--- src/shared/vscc_pkg.sv ---
package vscc_pkg;

  // Indices of the synchronised input pins.
  localparam int SYNC_N = 5;
  localparam int SI_HS = 0;
  localparam int SI_VS = 1;
  localparam int SI_CLAMP = 2;
  localparam int SI_COAST = 3;
  localparam int SI_GREEN = 4;

  // Slicer threshold code: the level is code times 10 mV.
  localparam logic [5:0] SOG_MIN = 6'h01;
  localparam logic [5:0] SOG_MAX = 6'h21;
  localparam logic [5:0] SOG_RST = 6'h0f;

  localparam logic [7:0] CLAMP_PLACE_RST = 8'h09;
  localparam logic [7:0] CLAMP_DUR_RST = 8'h14;
  localparam logic [7:0] HSO_WIDTH_RST = 8'h20;
  localparam logic [7:0] CNT_ONE = 8'h01;
  localparam logic [8:0] SINCE_MAX = 9'h1ff;

  // Sampling phase delay line.
  localparam int PHASE_W = 5;
  localparam int PHASE_DEPTH = 32;

  typedef struct packed {
    logic hs_pol;
    logic sog_sel;
    logic [5:0] sog_level;
    logic ext_clamp;
    logic clamp_pol;
    logic coast_pol;
    logic hso_pol;
    logic [7:0] hso_width;
    logic vso_pol;
    logic [7:0] clamp_place;
    logic [7:0] clamp_dur;
    logic [PHASE_W-1:0] phase;
  } vscc_cfg_t;

  localparam vscc_cfg_t CFG_RST = '{
    hs_pol: 1'b0,
    sog_sel: 1'b0,
    sog_level: SOG_RST,
    ext_clamp: 1'b0,
    clamp_pol: 1'b0,
    coast_pol: 1'b1,
    hso_pol: 1'b1,
    hso_width: HSO_WIDTH_RST,
    vso_pol: 1'b1,
    clamp_place: CLAMP_PLACE_RST,
    clamp_dur: CLAMP_DUR_RST,
    phase: 5'h00
  };

  typedef struct packed {
    logic [7:0] r;
    logic [7:0] g;
    logic [7:0] b;
  } vscc_pix_t;

  // Everything that must move together under a phase change.
  typedef struct packed {
    logic hs;
    logic vs;
    logic stb;
    vscc_pix_t pix;
  } vscc_grp_t;

  localparam int GRP_W = $bits(vscc_grp_t);

  typedef enum logic [1:0] {
    CL_IDLE = 2'b00,
    CL_PLACE = 2'b01,
    CL_HOLD = 2'b10
  } vscc_clamp_st_t;

endpackage

--- src/logic/vscc_core.sv ---
`timescale 1ns/1ps
`default_nettype none
module vscc_core (
  input wire logic core_clk,
  input wire logic rst,
  input wire logic cfg_wr,
  input wire vscc_pkg::vscc_cfg_t cfg_in,
  input wire logic hsync_in,
  input wire logic vsync_in,
  input wire logic clamp_in,
  input wire logic coast_in,
  input wire logic green_embedded_sync_in,
  input wire logic pix_valid,
  input wire vscc_pkg::vscc_pix_t pix_in,
  output logic [5:0] sog_threshold,
  output logic pll_ref_pulse,
  output logic pll_track,
  output logic clamp_active,
  output logic green_slicer_out,
  output logic line_sync_out,
  output logic frame_sync_out,
  output logic pixel_data_strobe,
  output var vscc_pkg::vscc_pix_t pix_out
);

  vscc_pkg::vscc_cfg_t cfg_q;
  logic [5:0] sog_sat;
  logic [vscc_pkg::SYNC_N-1:0] raw;
  logic [vscc_pkg::SYNC_N-1:0] s1_q;
  logic [vscc_pkg::SYNC_N-1:0] s2_q;
  logic hs_s;
  logic vs_s;
  logic clamp_s;
  logic coast_s;
  logic green_s;
  logic hs_act;
  logic hs_act_q;
  logic hs_lead;
  logic hs_trail;
  logic coast_act;
  logic clamp_ext_act;
  vscc_pkg::vscc_clamp_st_t clamp_st_q;
  logic [7:0] clamp_cnt_q;
  logic [7:0] hso_cnt_q;
  logic hso_act;
  vscc_pkg::vscc_grp_t grp_in;
  vscc_pkg::vscc_grp_t grp_out;
  logic pll_ref_pulse_q;
  logic pll_track_q;
  logic clamp_active_q;
  logic green_slicer_out_q;
  logic line_sync_out_q;
  logic frame_sync_out_q;
  logic pixel_data_strobe_q;
  vscc_pkg::vscc_pix_t pix_out_q;
  logic [8:0] since_trail_q;

  // Settings arrive from the serial port decoder as one word.
  always_comb begin
    if (cfg_in.sog_level < vscc_pkg::SOG_MIN) begin
      sog_sat = vscc_pkg::SOG_MIN;
    end else if (cfg_in.sog_level > vscc_pkg::SOG_MAX) begin
      sog_sat = vscc_pkg::SOG_MAX;
    end else begin
      sog_sat = cfg_in.sog_level;
    end
  end

  always_ff @(posedge core_clk or posedge rst) begin
    if (rst) begin
      cfg_q <= vscc_pkg::CFG_RST;
    end else if (cfg_wr) begin
      cfg_q <= cfg_in;
      cfg_q.sog_level <= sog_sat;
    end
  end

  assign sog_threshold = cfg_q.sog_level;

  // Two-stage synchronisers; only the second stage is used downstream.
  assign raw[vscc_pkg::SI_HS] = hsync_in;
  assign raw[vscc_pkg::SI_VS] = vsync_in;
  assign raw[vscc_pkg::SI_CLAMP] = clamp_in;
  assign raw[vscc_pkg::SI_COAST] = coast_in;
  assign raw[vscc_pkg::SI_GREEN] = green_embedded_sync_in;

  for (genvar i = 0; i < vscc_pkg::SYNC_N; i++) begin : g_sync
    always_ff @(posedge core_clk or posedge rst) begin
      if (rst) begin
        s1_q[i] <= 1'b0;
        s2_q[i] <= 1'b0;
      end else begin
        s1_q[i] <= raw[i];
        s2_q[i] <= s1_q[i];
      end
    end
  end

  assign hs_s = s2_q[vscc_pkg::SI_HS];
  assign vs_s = s2_q[vscc_pkg::SI_VS];
  assign clamp_s = s2_q[vscc_pkg::SI_CLAMP];
  assign coast_s = s2_q[vscc_pkg::SI_COAST];
  assign green_s = s2_q[vscc_pkg::SI_GREEN];

  // Polarity bit at one means the pin is active high.
  assign hs_act = ~(hs_s ^ cfg_q.hs_pol);
  assign coast_act = ~(coast_s ^ cfg_q.coast_pol);
  assign clamp_ext_act = ~(clamp_s ^ cfg_q.clamp_pol);

  always_ff @(posedge core_clk or posedge rst) begin
    if (rst) begin
      // Matches hs_act just after reset, so no false leading edge follows it.
      hs_act_q <= 1'b1;
    end else begin
      hs_act_q <= hs_act;
    end
  end

  assign hs_lead = hs_act & ~hs_act_q;
  assign hs_trail = ~hs_act & hs_act_q;

  // Reference pulses feed the clock generator; freewheel gates them off.
  always_ff @(posedge core_clk or posedge rst) begin
    if (rst) begin
      pll_ref_pulse_q <= 1'b0;
      pll_track_q <= 1'b0;
    end else begin
      pll_ref_pulse_q <= hs_lead & ~coast_act;
      pll_track_q <= ~coast_act;
    end
  end

  assign pll_ref_pulse = pll_ref_pulse_q;
  assign pll_track = pll_track_q;

  // Internal clamp window: placement count, then duration count.
  always_ff @(posedge core_clk or posedge rst) begin
    if (rst) begin
      clamp_st_q <= vscc_pkg::CL_IDLE;
      clamp_cnt_q <= '0;
    end else if (hs_trail && !cfg_q.ext_clamp) begin
      if (cfg_q.clamp_place != '0) begin
        clamp_st_q <= vscc_pkg::CL_PLACE;
        clamp_cnt_q <= cfg_q.clamp_place;
      end else if (cfg_q.clamp_dur != '0) begin
        clamp_st_q <= vscc_pkg::CL_HOLD;
        clamp_cnt_q <= cfg_q.clamp_dur;
      end else begin
        clamp_st_q <= vscc_pkg::CL_IDLE;
      end
    end else begin
      unique case (clamp_st_q)
        vscc_pkg::CL_IDLE: begin
          clamp_cnt_q <= '0;
        end
        vscc_pkg::CL_PLACE: begin
          if (clamp_cnt_q == vscc_pkg::CNT_ONE) begin
            if (cfg_q.clamp_dur != '0) begin
              clamp_st_q <= vscc_pkg::CL_HOLD;
              clamp_cnt_q <= cfg_q.clamp_dur;
            end else begin
              clamp_st_q <= vscc_pkg::CL_IDLE;
            end
          end else begin
            clamp_cnt_q <= clamp_cnt_q - vscc_pkg::CNT_ONE;
          end
        end
        vscc_pkg::CL_HOLD: begin
          if (clamp_cnt_q == vscc_pkg::CNT_ONE) begin
            clamp_st_q <= vscc_pkg::CL_IDLE;
          end
          clamp_cnt_q <= clamp_cnt_q - vscc_pkg::CNT_ONE;
        end
        default: begin
          clamp_st_q <= vscc_pkg::CL_IDLE;
        end
      endcase
    end
  end

  // The pin is ignored unless external clamping is selected.
  always_ff @(posedge core_clk or posedge rst) begin
    if (rst) begin
      clamp_active_q <= 1'b0;
    end else if (cfg_q.ext_clamp) begin
      clamp_active_q <= clamp_ext_act;
    end else begin
      clamp_active_q <= (clamp_st_q == vscc_pkg::CL_HOLD);
    end
  end

  assign clamp_active = clamp_active_q;

  // Slicer pin carries the bare comparator or the bare line sync.
  always_ff @(posedge core_clk or posedge rst) begin
    if (rst) begin
      green_slicer_out_q <= 1'b0;
    end else if (cfg_q.sog_sel) begin
      green_slicer_out_q <= hs_s;
    end else begin
      green_slicer_out_q <= green_s;
    end
  end

  assign green_slicer_out = green_slicer_out_q;

  // Regenerated line sync pulse of programmable width.
  always_ff @(posedge core_clk or posedge rst) begin
    if (rst) begin
      hso_cnt_q <= '0;
    end else if (hs_lead) begin
      hso_cnt_q <= cfg_q.hso_width;
    end else if (hso_cnt_q != '0) begin
      hso_cnt_q <= hso_cnt_q - vscc_pkg::CNT_ONE;
    end
  end

  assign hso_act = (hso_cnt_q != '0);

  // Sync, strobe and pixels share one delay line so a phase change moves
  // all of them alike.
  always_comb begin
    grp_in.hs = hso_act;
    grp_in.vs = vs_s;
    grp_in.stb = pix_valid;
    grp_in.pix = pix_in;
  end

  vscc_tap_delay u_phase (
    .core_clk(core_clk),
    .rst(rst),
    .in_data(grp_in),
    .tap(cfg_q.phase),
    .out_data(grp_out)
  );

  always_ff @(posedge core_clk or posedge rst) begin
    if (rst) begin
      pix_out_q <= '0;
      pixel_data_strobe_q <= 1'b0;
      line_sync_out_q <= 1'b0;
      frame_sync_out_q <= 1'b0;
    end else begin
      pix_out_q <= grp_out.pix;
      pixel_data_strobe_q <= grp_out.stb;
      line_sync_out_q <= ~(grp_out.hs ^ cfg_q.hso_pol);
      frame_sync_out_q <= ~(grp_out.vs ^ cfg_q.vso_pol);
    end
  end

  assign pix_out = pix_out_q;
  assign pixel_data_strobe = pixel_data_strobe_q;
  assign line_sync_out = line_sync_out_q;
  assign frame_sync_out = frame_sync_out_q;

  // Cycles since the last trailing edge, read only by the checks below.
  always_ff @(posedge core_clk or posedge rst) begin
    if (rst) begin
      since_trail_q <= '0;
    end else if (hs_trail) begin
      since_trail_q <= 9'h001;
    end else if (since_trail_q != vscc_pkg::SINCE_MAX) begin
      since_trail_q <= since_trail_q + 9'h001;
    end
  end
endmodule
`default_nettype wire

--- src/logic/vscc_tap_delay.sv ---
`timescale 1ns/1ps
`default_nettype none
// Shift line with a selectable tap; the tapped word leaves through a register.
module vscc_tap_delay (
  input wire logic core_clk,
  input wire logic rst,
  input wire logic [vscc_pkg::GRP_W-1:0] in_data,
  input wire logic [vscc_pkg::PHASE_W-1:0] tap,
  output logic [vscc_pkg::GRP_W-1:0] out_data
);

  logic [vscc_pkg::GRP_W-1:0] mem_q [vscc_pkg::PHASE_DEPTH];

  always_ff @(posedge core_clk or posedge rst) begin
    if (rst) begin
      mem_q[0] <= '0;
    end else begin
      mem_q[0] <= in_data;
    end
  end

  for (genvar i = 1; i < vscc_pkg::PHASE_DEPTH; i++) begin : g_stage
    always_ff @(posedge core_clk or posedge rst) begin
      if (rst) begin
        mem_q[i] <= '0;
      end else begin
        mem_q[i] <= mem_q[i-1];
      end
    end
  end

  always_ff @(posedge core_clk or posedge rst) begin
    if (rst) begin
      out_data <= '0;
    end else begin
      out_data <= mem_q[tap];
    end
  end

endmodule
`default_nettype wire

--- config.mk ---
export PLATFORM = sky130hd
export DESIGN_NAME = vscc_core
export DESIGN_NICKNAME = d
export VERILOG_FILES = /design/src/shared/vscc_pkg.sv /design/src/logic/vscc_core.sv /design/src/logic/vscc_tap_delay.sv
export SDC_FILE = /design/constraint.sdc
export NUM_CORES = 1
export LEC_CHECK = 0
export BUFFER_PORTS_ARGS = -buffer_cell sky130_fd_sc_hd__buf_2
export CAP_MARGIN = 30
export CORE_MARGIN = 4
export CORE_UTILIZATION = 40
export CTS_CLUSTER_DIAMETER = 80
export CTS_CLUSTER_SIZE = 14
export DETAILED_ROUTE_END_ITERATION = 16
export PLACE_DENSITY_LB_ADDON = 0.08
export REMOVE_ABC_BUFFERS = 1
export SLEW_MARGIN = 40
export SYNTH_ARGS = -nofsm -noshare
export SYNTH_HDL_FRONTEND = slang
export SYNTH_SLANG_ARGS = --single-unit
--- constraint.sdc ---
create_clock -name core_clk -period 62.6 [get_ports core_clk]
set_input_delay 3.13 -clock core_clk [delete_from_list [all_inputs] [get_ports core_clk]]
set_output_delay 3.13 -clock core_clk [all_outputs]
set_load 0.02 [all_outputs]
== Yosys cells after proc, flatten, opt, wreduce, memory -nomap -nowiden ==
Index checks and enable logic that the tools add are counted.
W data, S select, Z words.
Word-level totals
  bits of input ports: 75
  bits in registers: 993
Operators by class
  reduce and logical (&&, ||, !) cells: 9
  multiplexer cells: 20
  add/sub/neg operators: 2
  equal/unequal tests: 6
  magnitude comparators: 3
  bitwise operators: 14
Operators by type and width (number)
  $bmux W27 S5: 1
  $mux W27: 2
  $mux W8: 6
  $pmux W8 S3: 1
  $reduce_bool A8 Y1: 3
  $sub A8 B1 Y8 const B: 2
  $mux W6: 2
  $mux W2: 5
  $eq A8 B1 Y1 const B: 1
  $ge A6 B6 Y1 const B: 1
  $gt A6 B6 Y1 const B: 1
  $lt A6 B1 Y1 const B: 1
  $ne A3 B3 Y1 const B: 2
  $not A5 Y6: 1
  $pmux W2 S3: 1
  $not A1 Y1: 5
  $xor A1 B1 Y1: 5
  $reduce_bool A4 Y1: 1
  $and A1 B1 Y1: 3
  $reduce_and A3 Y1: 1
  $eq A2 B1 Y1 const B: 1
  $eq A2 B2 Y1 const B: 1
  $logic_not A2 Y1: 1
  $mux W1: 2
  other kinds (4): 4

== Longest topological paths before layout ==
Gate-level depths: netlist of run 1.
  depth after elaboration: 5
  mapped depth: 8
  gate-level depth less buffers: 8

== By module ==
A second synthesis of run 1 with hierarchy kept.
Unflattened totals
  cell total of the unflattened synthesis: 2205
  area total of the unflattened synthesis: 33978.8 µm²
Modules (own cells, without submodules)
  vscc_tap_delay: cells each 1870, area an instance 29824.9 µm², instances 1
  vscc_core: cells each 335, area an instance 4154.0 µm², instances 1

== Worst setup path before layout of run 1 ==
OpenSTA, ideal clock, no wires.
  path type: input port to flip-flop
  from: in cfg_wr
  to: reg cfg_q[12] (netlist bit)
  arrival: 4.152 ns
  stages: 3
  required time: 62.475 ns
  setup slack: 58.323 ns
  buffers on the path: 2
  path through: clkbuf_1 -> buf_1 -> mux2_2
RTL lines
  from (decl): line vscc_core.sv:6  | input wire logic cfg_wr,
  to (signal assigned): line vscc_core.sv:71  | cfg_q <= vscc_pkg::CFG_RST;
  to (signal assigned): line vscc_core.sv:73  | cfg_q <= cfg_in;
  to (decl): line vscc_core.sv:26  | vscc_pkg::vscc_cfg_t cfg_q;
No word-level cell between the ends.

==> impl.org, run 1 <==
** Cells and area
- Multi-input combinational cell area :: slightly below 8000 µm²
- Most common cell after layout, fill and taps aside :: dfrtp_1
- Fraction of final layout cells sized beyond drive strength 1 :: around 30%
- Leading cell types in the layout, fill and taps excluded :: dfrtp_1, mux4_2, buf_2
- Leaving out filler cells and counting taps, the final layout contains between 2k and 3k.
- FF+latch area :: approximately 25000 µm²
- Filler instances :: 7012
- Diodes inserted :: 0
- Cells fill a little under half of the core in the end.
- At the end of the flow, the number of nets in the layout was approximately 1.9k.
- From synthesis to final layout, the design area changed by 12.3%.

** Clock tree
- After clock tree synthesis, the repair step resized 0 gates.
- In this run the deepest clock path goes through 3 buffers.
- Post-CTS setup repair buffer count :: 0
- Cell at the root of the clock tree :: clkbuf_16
- TritonCTS clock tree :: done
- The clock drives between 900 and 1k sinks.
- Hold-fix buffers, CTS :: 0
- TritonCTS Buffers :: a little over 80
- Clock Latency Late Sink :: between 0.6 and 0.7 ns
- H-tree lvl count :: 3
- CTS clk-pin slew, worst paths :: about 0.06 ns

** Outcome
- The run finished with clean final reports.

** Route
- Across all layers, the routed design uses roughly 15k vias.
- Initial detailed-routing violation count :: approximately 840
- Dividing the detail-routed wire length by the instance count gives 21.0 µm.
- Total routed wirelength :: 60600 µm
- Number of nets with antenna violations after routing :: 0
- The first TritonRoute pass finished after 4 iterations.
- Vias per Instance :: between 5 and 6
- For this run, design rule violations remaining after detail routing come to 0.

** Yosys
- Post-Synthesis Mean Instance Area :: roughly 20 µm²
- Portion of the post-synthesis area used by sequential elements :: 74.7%
- For this run, asynchronously set or reset flops after synthesis account for 100%.
- Yosys printed 0 warnings.
- After synthesis, the largest family of logic cells by area is multiplexers.
- Synthesized-area fraction occupied by xor and xnor cells :: less than 1%
- Most used DFF post-synth :: dfrtp_1
- EDFF count, synth :: 0
- The synthesized netlist devotes between 2 and 2.5% of its cell area to compound gates.
- Synthesized-area fraction occupied by and/or/nand/nor cells :: between 1 and 1.5%
- Area share of fa/ha/maj cells after synthesis :: less than 1%
- Mapped Area :: about 33000 µm²
- After synthesis the netlist holds a flip-flop and latch count of 993.
- Synth unique cells :: 49
- After technology mapping, the gate count stands at roughly 1.7k.
- The portion of synthesized area spent on multiplexers is just under 20%.

** Job
- Max-cap violations in this run came to 0.

** Global route
- Entering global routing, the biggest net connects 117 pins.
- The total overflow left after global routing is 0.
- Number of global-route vias before repair :: roughly 17k
- Global Route Usage Sum :: between 10% and 20%
- The number of antenna violations at the first check in global routing was 0.
- First-pass GRT wire length :: approximately 100000 µm

** Worst hold path
- The tightest min-delay check is of the flop to flop type.

** STA
- Fin Clk Skew :: around 0.01 ns
- The final count of hold timing violations is 0.
- Minimum period implied by the final worst setup slack :: ~5.5 ns
- Count of final setup violators :: 0
- Setup repair after global routing left no endpoint under its margin.
- Worst Hold Margin :: about 0.35 ns
- Final worst path period share :: a little under 9%
- Slew Limit Fails :: 0
- Timing would allow up to 182 MHz.
- Measured slew at the worst slew-check pin :: roughly 0.8 ns
- Worst rel slew slack :: between 40 and 50%
- Setup slack closes at ~57 ns.
- Total Negative Setup Slacks :: 0 ns

** Floorplan
- The initial utilization of the core area, before any placement, comes to roughly two fifths.
- In this run the vertical extent of the chip is between 200 and 300 µm.
- ~110 I/O pins were placed.
- The floorplan has between 100 and 150 rows.
- The die is just under 300 µm wide.
- The floorplan step defined a core boundary enclosing just over 80000 µm².
- The die covers 87900 µm².

** Power and ir drop
- Power spread over the standard cell area amounts to around 36 nW/µm².
- IR analysis of the VDD net gives a maximum drop of around 0.000024 V.
- Summed over all cells, the static leakage comes to around 16 nW.

** Critical path
- Maximum fanout count along the critical path :: between 100 and 150
- The worst setup path is of the input port to asynchronous set/reset pin kind.
- WP data arrival :: about 6 ns
- Critical path startpoint category :: input port
- Critical Path RT :: 63.23 ns
- The worst setup path is captured at an asynchronous set/reset pin.

** Placed design
- Buffers on Ports :: 111
- HPWL after detailed placement :: about 34000 µm
- Final weighted congestion in routability-driven placement :: ~0.76
- Cell Count Post-Placement :: around 2.8k
- Pre-CTS setup slack :: between 50 and 60 ns
[routing by layer]
layer / GRT usage (%) / part of all wire (%) / wire, µm / vias to the layer above
li1: - / - / - / 6302
met1: 21.0 / 46 / 27800 / 8247
met2: 23.3 / 49 / 29600 / 168
met3: 2.59 / 3.1 / 1850 / 100
met4: 3.72 / 2.3 / 1370 / 0
met5: 0 / 0 / 0 / -
[path summary, 6_finish.rpt]
kind | endpoint | from | cells after the start | slack (ns)
min reg2reg | pix_out[23] | u_phase.out_data[23] | 0 | 0.35
max reg2reg | u_phase.out_data[11] | cfg_q[0] | 5 | 59.22
min in group asynchronous | u_phase.mem_q[791] | rst | 2 | 2.59
max | cfg_q[0] | rst | 6 | 57.12
min | pix_out[23] | u_phase.out_data[23] | 0 | 0.35
max in group core_clk | sog_threshold[1] | sog_threshold[1] | 1 | 58.16
[cell usage after synthesis (14+ instances only)]
cell	n	area, µm²
dfrtp_1	980	24500
o21a_1	29	218
buf_1	14	52.6
o21ai_0	21	105
mux4_2	243	5470
clkbuf_1	33	124
inv_1	14	52.6
mux2i_1	58	581
a21oi_1	14	70.1
buf_4	16	120
nand2_1	19	71.3
buf_2	21	105
a22oi_1	27	203
mux2_2	38	428
[where the power goes]
group          internal [mW]  total [mW]  switching (mW)
clock                  0.244       0.459           0.215
sequential             0.690       0.718          0.0288
combinational         0.0752       0.154          0.0793
[worst max-delay path, stage by stage]
cell	delay (ns)
buf_2	0.13
clkinv_8	0.39
buf_6	0.60
buf_6	0.56
buf_6	0.55
buf_6	0.58
[sequential cells by signal, indices dropped and copies added, names as in the netlist, 5 cells and up]
| signal | flops |
|---|---|
| sog_threshold | 6 |
| u_phase.out_data | 27 |
| cfg_q | 36 |
| u_phase.mem_q | 864 |
| clamp_cnt_q | 8 |
| s1_q | 5 |
| hso_cnt_q | 8 |
| pix_out | 24 |
[cell type report]
class	count	area share, %
clock inverter	4	0.0904
inverter	14	0.174
sequential	993	66.5
clock buffer	100	5.87
timing repair buffer	142	2.49
multi-input combinational	560	21.3
tap	1070	3.58
[metrics by stage]
step / area [µm²] / power, mW
after floorplan: 32800 / 0.856
after global placement: 35000 / 0.885
after detailed placement: 35100 / 0.889
after CTS: 37400 / 1.36
after global routing: 37400 / 1.40
final: 37400 / 1.33
[cells by family (layout without fill, tap and decap cells)]
group | count (synthesis) | in the layout
DFF | 993 | 993
muxes | 339 | 339
AOI/OAI and AO/OA | 118 | 118
buffers and inverters | 102 | 260
and+or+nand+nor | 83 | 83
xor gates and xnor gates | 14 | 14
adders and majority gates | 6 | 6
Note: power is estimated with default switching activity, not from simulation.
==> run 2: changes to the inputs <==
==> constraint.sdc (replaced) <==
create_clock -name core_clk -period 5.5 [get_ports core_clk]
set_input_delay 0.275 -clock core_clk [delete_from_list [all_inputs] [get_ports core_clk]]
set_output_delay 0.275 -clock core_clk [all_outputs]
set_load 0.02 [all_outputs]
==> run 2 against run 1 <==
Compared with the run above: setup slack got worse by 54 ns; die area unchanged; final area increased by 2.3%; critical endpoint is now u_phase.out_data[16]; clock skew increased by 0.011 ns; routed wire length decreased by 1.2%; flip-flop and latch count unchanged; highest routed layer unchanged; total power increased to 11 times the previous value; combinational power increased to 12 times the previous value; hold slack got worse by 0.16 ns; first-iteration DRC count decreased by 5.1%; global-route usage decreased by 0.15 points; clock power increased to 11 times the previous value.
==> impl.org, run 2 (synthesized netlist as in run 1, its figures left out) <==
** Cells and area
- Final cell count without fillers :: 2961
- Area delta synth->final :: 14.9%
- Leaving out fill and tap cells, the most frequent cell in the layout is dfrtp_1.
- The post-route netlist has around 28% of its cells at a drive strength greater than 1.
- Number of flip-flops in the largest register :: between 800 and 900
- The library cells used most frequently in the layout, excluding fill and tap cells, are dfrtp_1, mux4_2, buf_2.
- Ranked by flip-flop count, first place goes to u_phase.mem_q.
- The final layout contains roughly 2.0k nets.
- Largest registers in the final layout :: u_phase.mem_q (864), cfg_q (36), u_phase.out_data (27)

** Critical path
- CP Class :: flop to flop
- Worst path top cell family by delay :: multiplexers
- The worst register-to-register path has a depth of 5.
- The slowest stage of the critical path belongs to the cell dfrtp_4.
- WP data arrival :: roughly 3.4 ns
- Worst setup EP type :: flop
- Critical Path RT :: between 6 and 7 ns
- The worst setup path is launched from a flop.
- In this design, the stage delay of the slowest critical-path cell is roughly 0.7 ns.
- WP depth :: 5
- Maximum fanout count along the critical path :: 24
- Count of buffer and inverter cells on the critical path :: 2
- Traced cell by cell, the critical path runs through buf_12 -> buf_4 -> mux4_2 -> mux4_2 -> o21a_1.
- Among the stages of the critical path, the cell type that occurs most often is mux4_2.

** STA
- Count of final setup violators :: 0
- Static timing analysis puts the maximum clock frequency at between 300 and 400 MHz.
- Setup repair after global routing left no endpoint under its margin.
- Fin Clk Skew :: 0.0214 ns
- Worst rel slew slack :: ~47%
- Total Negative Setup Slacks :: 0 ns
- Measured slew at the worst slew-check pin :: about 0.8 ns
- Slew Limit Fails :: 0
- The tightest hold path in the finished design has a slack of between 0.15 and 0.2 ns.
- Counting I/O delays and the setup requirement, the final critical path takes between 2 and 3 ns.
- Number of failing hold endpoints at the final stage :: 0
- Final worst path period share :: about half

** Clock tree
- CTS saw between 900 and 1k sinks.
- The H-tree generated during clock tree synthesis spans 3 levels.
- CTS clk-pin slew, worst paths :: ~0.07 ns
- TritonCTS clock tree :: done
- Cell at the root of the clock tree :: clkbuf_16
- Clock latency on the worst-skew pair, taken at its later pin, is just over 0.6 ns.
- Post-CTS setup repair buffer count :: 0
- Number of buffers on the longest clock path :: 3
- TritonCTS Buffers :: approximately 80

** Worst hold path
- The worst hold path was traced through 3 stages.
- Classification of the worst-slack hold path :: input port to flop

** Global route
- The number of global-route vias before repair was 17.6k.
- Entering global routing, the biggest net connects ~170 pins.
- In the global route stage, overall resource usage came out at about 14%.
- Global routing finished with a remaining overflow of 0.
- Initial antenna violation count :: 0
- The first global-routing pass estimated about 100000 µm of wire.

** Route
- After detailed routing, the average wire length per cell comes to 20.2 µm.
- First-pass iteration count of the detailed router :: 4
- Across all layers, the routed design uses around 15k vias.
- Post-route met1 wirelength :: 27800 µm
- Dividing the detail-routed via count by the number of cells gives between 5 and 6.
- In this run, the number of DRC markers left after iteration 0 of detailed routing was 793.
- Post-route DRC :: 0
- Total routed wirelength :: ~60000 µm
- The detail route stage leaves a number of antenna-violating nets equal to 0.
- Routed wire length on met3 :: about 1800 µm
- Highest metal layer with signal wires :: met4
- Wire length on met2 :: ~29000 µm

** Floorplan
- Floorplan Core Area :: about 82000 µm²
- The initial utilization of the core area, before any placement, comes to roughly two fifths.
- Std cell rows :: around 110
- During I/O placement, the number of pins put on the boundary was roughly 110.
- From bottom edge to top edge, the die measures between 200 and 300 µm.
- Die boundary width :: slightly below 300 µm
- The die covers a little under 90000 µm².

** Job
- Max-cap violations in this run came to 0.

** Power and ir drop
- Portion of total power attributed to sequential cells :: between 50 and 60%
- Fraction of power spent switching nets :: 24.2%
- For this design the total switching power over the nets is roughly 3.7 mW.
- Leak :: roughly 16 nW
- Power per unit of standard cell area :: ~400 nW/µm²
- Internal power :: 11.5 mW
- After layout, the design draws a total of between 15 and 20 mW.
- Worst IR Drop VDD :: approximately 0.00022 V
- Combinational logic burns between 10% and 20% of the power.
- Clock share of power :: roughly a third

** Placed design
- Port buffering added 111 buffers.
- At the end of routability-driven placement, the weighted congestion stood at 0.761.
- After legalization and detailed placement, the total HPWL measured 33000 µm.
- In this run, placement finished with an instance count of 2777.

** Outcome
- The run finished with clean final reports.
## run 2: path summary, 6_finish.rpt
| check | startpoint | to | slack, ns |
|---|---|---|---|
| worst min-delay path | cfg_wr | cfg_q[13] | 0.19 |
| worst min register to register | vs_s | u_phase.mem_q[862] | 0.35 |
| worst max register to register | cfg_q[0] | u_phase.out_data[16] | 2.66 |
| worst max-delay path | cfg_q[0] | u_phase.out_data[16] | 2.66 |
| min in group asynchronous | rst | pix_out[2] | 0.27 |
| max in group asynchronous | rst | cfg_q[7] | 3.80 |
## run 2: area by class of cell
class / instances / area (µm²)
Clock inverter: 5 / 75.1
Fill cell: 6901 / 44000
Inverter: 14 / 65.1
Timing Repair Buffer: 221 / 1830
Sequential cell: 993 / 24900
Tap cell: 1070 / 1340
Antenna cell: 1 / 2.50
Clock buffer: 97 / 2120
Multi-Input combinational cell: 560 / 7950
## run 2: routing by layer
layer / vias up / track usage, %
li1: 6464 / -
met4: 0 / 3.95
met3: 103 / 2.60
met5: - / 0
met1: 8357 / 20.8
met2: 195 / 22.8
## run 2: power groups by stage
stage                     logic (mW)  registers [mW]  clock network, mW
after floorplan                 1.32            8.43                  0
after global placement          1.71            8.35                  0
after detailed placement        1.77            8.34                  0
after CTS                       1.82            8.22               5.44
after global routing            1.98            8.28               5.72
final                           1.78            8.21               5.18
## run 2: worst min-delay path, cell delays in order
cell,delay (ns)
buf_4,0.29
nand2_1,0.14
o21ai_0,0.08
## run 2: metrics by stage
step	worst slack, ns	util, %	area (µm²)
3_3_place_gp	2.41	42.7	35100
3_5_place_dp	2.54	42.8	35200
5_1_grt	2.40	46.5	38300
2_1_floorplan	-22.69	-	32800
4_1_cts	2.55	46.4	38200
6_report	2.66	46.5	38300
## run 2: timing repair
item | in CTS | in global routing
setup endpoints to repair | 0 | 0
resized for setup | 0 | 0
hold buffers | 78 | 0
endpoints found under the hold margin | 172 | 0
==> run 3: changes to the inputs <==
--- a/config.mk
+++ b/config.mk
@@ -5,6 +5,7 @@
 export SDC_FILE = /design/constraint.sdc
 export NUM_CORES = 1
 export LEC_CHECK = 0
+export ABC_AREA = 1
 export BUFFER_PORTS_ARGS = -buffer_cell sky130_fd_sc_hd__buf_2
 export CAP_MARGIN = 30
 export CORE_MARGIN = 4
==> constraint.sdc (replaced) <==
create_clock -name core_clk -period 2.9 [get_ports core_clk]
set_input_delay 0.145 -clock core_clk [delete_from_list [all_inputs] [get_ports core_clk]]
set_output_delay 0.145 -clock core_clk [all_outputs]
set_load 0.02 [all_outputs]
==> run 3 against run 2 <==
Compared with the run above: cell count grew 59%; clock skew decreased by 0.0071 ns; sequential share of layout area is 3.4 points lower; flip-flop and latch count unchanged; critical path type unchanged; largest cell class unchanged; largest power group unchanged.
==> impl.org, run 3 <==
** Route
- In this run, the number of DRC markers left after iteration 0 of detailed routing was 1406.
- Number of nets with antenna violations after routing :: 0
- Total number of vias :: approximately 24k
- Vias per Instance :: 5.02
- The final layout contains routed wiring with a total length of about 80000 µm.
- After detailed routing, the average wire length per cell comes to around 17 µm.
- The first detailed-routing pass took 7 iterations.
- For this run, design rule violations remaining after detail routing come to 0.

** Global route
- Initial antenna violation count :: 0
- Remaining global-route overflow :: 0
- First-pass GRT wire length :: ~130000 µm
- Entering global routing, the biggest net connects 140 pins.
- Global Route Usage Sum :: between 10% and 20%
- The number of global-route vias before repair came to between 20k and 25k.

** Yosys
- Synth unique cells :: 28
- EDFF count, synth :: 0
- The mapped netlist covers between 30000 and 40000 µm².
- After synthesis the netlist holds a flip-flop and latch count of approximately 990.
- Synthesized instance count :: 3359
- Fraction of registers with async set/reset :: between 90% and 100%
- The Yosys step of the flow raised 0 warnings.
- For this run, the leading register cell type out of synthesis is dfrtp_1.
- After synthesis, the largest area contributor takes up a little over two thirds of total cell area.
- Cell type with the largest total area after synthesis :: dfrtp_1
- After synthesis, the cell types taking the most area are dfrtp_1, nand2_1, nand3_1.
- Top-count cell post-synth :: nand2_1
- Post-Synthesis Mean Instance Area :: approximately 11 µm²
- For this run, the register share of the synthesized area comes to between 70% and 80%.
- Most frequent cells after synthesis :: nand2_1, dfrtp_1, nand3_1

** Cells and area
- In the final design database the tool counted 3596 nets.
- Filler instances :: between 8k and 9k
- Fraction of final layout cells sized beyond drive strength 1 :: 8.13%
- In the final layout, the registers with the most flip-flops are u_phase.mem_q (864), cfg_q (36), u_phase.out_data (27).
- Number of flip-flops in the largest register :: roughly 860
- In the final layout, flip-flops and latches occupy ~25000 µm².
- Multi-input combinational cell area :: slightly above 9000 µm²
- More flip-flops sit in one register than any other, and that register is u_phase.mem_q.
- The repair_antennas step left the layout with diodes totalling 0.
- Relative to the synthesized area, the layout overhead comes to 14.2%.
- The top cell types in the final layout, fill and taps aside, are nand2_1, dfrtp_1, nand3_1.
- The library cell used most frequently in the layout, excluding fill and tap cells, is nand2_1.

** STA
- Peak clock frequency supported by timing :: ~450 MHz
- Count of final setup violators :: 0
- Clock skew on the completed layout was measured at about 0.014 ns.
- At the pin with the least slew margin, the transition time is 0.761 ns.
- Slew Limit Fails :: 0
- In this run the tightest slew margin relative to its limit is between 40 and 50%.
- Summed over all failing endpoints, the final setup total negative slack is 0 ns.
- Number of failing hold endpoints at the final stage :: 0
- Unrepaired setup endpoints after global routing :: false
- Dividing the final minimum period by the clock period gives slightly below 80%.
- Final worst setup slack :: 0.655 ns
- The worst path in the final design needs a cycle of approximately 2.2 ns, including I/O delays and setup.

** Power and ir drop
- Of the total power, the share spent switching nets is 26.8%.
- For this design the ratio of total power to cell area is 728 nW/µm².
- Overall power consumption after layout is estimated at roughly 29 mW.
- For this design the total switching power over the nets is just under 8 mW.
- Combinational logic is responsible for a little over an eighth of the overall power.
- Worst IR Drop VDD :: between 0.0005 and 0.0006 V
- Portion of total power attributed to sequential cells :: between 50% and 60%
- The clock network accounts for about a third of the total power.
- The analysis attributes to cell leakage a power of around 19 nW.
- Internal power :: 21.5 mW

** Worst hold path
- The min-delay analysis places its worst path in the category input port to asynchronous set/reset pin.

** Clock tree
- The number of setup buffers added after CTS is 0.
- For the worst-skew pair, the clock arrives at the later sink with an insertion delay of 0.62 ns.
- Number of buffers on the longest clock path :: 3
- TritonCTS clock tree :: done
- CTS sink count :: 993
- The clock tree synthesis step divided the H-tree into 3 levels.
- TritonCTS Buffers :: between 80 and 90
- Clock-pin slew was measured on the worst setup and hold paths at around 0.070 ns.
- The root buffer cell chosen for the clock tree is clkbuf_16.

** Critical path
- At the worst endpoint, the arrival time is about 2.8 ns.
- STA puts the critical path data required time at 3.45 ns.
- Worst setup EP type :: flop
- The slowest stage of the critical path belongs to the cell dfrtp_4.
- Maximum fanout count along the critical path :: 76
- The worst setup path is of the flop to flop kind.
- Critical path startpoint category :: flop
- Traced cell by cell, the critical path runs through buf_12 -> buf_16 -> buf_16 -> nand2_1 -> nand3_1 -> nand3_1 -> nand2_1 -> nand2_1 -> nand3_1 -> and2_1.
- For this run, the slowest stage of the critical path takes 0.50 ns.

** Job
- Count of max-cap constraint violations :: 0

** Floorplan
- The floorplan step defined a die boundary enclosing 93100 µm².
- In this run the core area contains about 110 standard-cell rows.
- The initial utilization of the core area, before any placement, comes to 40.5%.
- Die boundary width :: a little over 300 µm
- Floorplan Core Area :: slightly below 90000 µm²
- For this design the top-level I/O count stands at about 110.
- Die Height :: approximately 310 µm

** Outcome
- The run finished with clean final reports.

** Placed design
- Detailed placement finished with a half-perimeter wire length of 41900 µm.
- Final weighted congestion in routability-driven placement :: slightly below 0.8
- Buffers on Ports :: approximately 110
- OpenSTA, run right after detailed placement, puts the worst setup slack at between 0.6 and 0.7 ns.
## run 3: cells by family after synthesis
group                      after synthesis  share of synthesized area, %
and+or+nand+nor                       2032                          24.4
DFF                                    993                          70.4
buffers and inverters                  261                          3.88
AOI/OAI and AO/OA                       58                         0.875
xor gates and xnor gates                 9                         0.223
adders and majority gates                6                         0.212
## run 3: worst max-delay path, delay by kind of cell, from the launching register on
family	cells	cell delay, ns
buf+inv	3	0.93
flops	1	0.50
simple gates	7	0.67
## run 3: what timing repair did
action | 4_1_cts | 5_1_grt
hold endpoints to repair | 127 | 0
gates resized for setup | 0 | 0
hold buffers | 98 | 0
## run 3: metal layers
| metal | global-route usage (%) | part of all wire [%] | vias up |
|---|---|---|---|
| met5 | 0 | 0 | - |
| met4 | 4.61 | 2.0 | 0 |
| met3 | 2.17 | 3.7 | 114 |
| met2 | 28.1 | 47 | 451 |
| met1 | 24.9 | 47 | 11900 |
| li1 | - | - | 11100 |
## run 3: final timing paths
path | start | end | slack (ns) | cells after the start
min reg2reg | u_phase.out_data[21] | pix_out[21] | 0.35 | 0
min | rst | u_phase.mem_q[843] | 0.14 | 3
min in group core_clk | hsync_in | s1_q[0] | 0.16 | 2
max reg2reg | cfg_q[0] | u_phase.out_data[13] | 0.65 | 10
max in group asynchronous | rst | pix_out[7] | 1.71 | 4
max | cfg_q[0] | u_phase.out_data[13] | 0.65 | 10
## run 3: power groups by stage
stage | sequential [mW] | clock [mW] | combinational (mW)
2_1_floorplan | 15.8 | 0 | 2.53
3_3_place_gp | 15.6 | 0 | 3.79
3_5_place_dp | 15.6 | 0 | 3.85
4_1_cts | 15.4 | 10.5 | 3.98
5_1_grt | 15.5 | 11.1 | 4.47
6_report | 15.4 | 10.1 | 3.90
## run 3: cell type report
cell class / count / area share [%]
tap: 1155 / 3.58
inverter: 65 / 0.679
sequential: 993 / 61.7
timing repair buffer: 269 / 5.93
multi-input combinational: 2105 / 22.5
clock inverter: 3 / 0.0837
clock buffer: 109 / 5.52
## run 3: stage by stage
stage / utilization [%] / std cells / hold slack (ns) / area (µm²)
2_1_floorplan: - / 3163 / 0.176 / 34200
3_3_place_gp: 42.5 / 4487 / 0.252 / 37000
3_5_place_dp: 42.6 / 4489 / 0.254 / 37100
4_1_cts: 46.3 / 4699 / 0.103 / 40300
5_1_grt: 46.3 / 4699 / 0.149 / 40300
6_report: 46.3 / 4699 / 0.138 / 40300
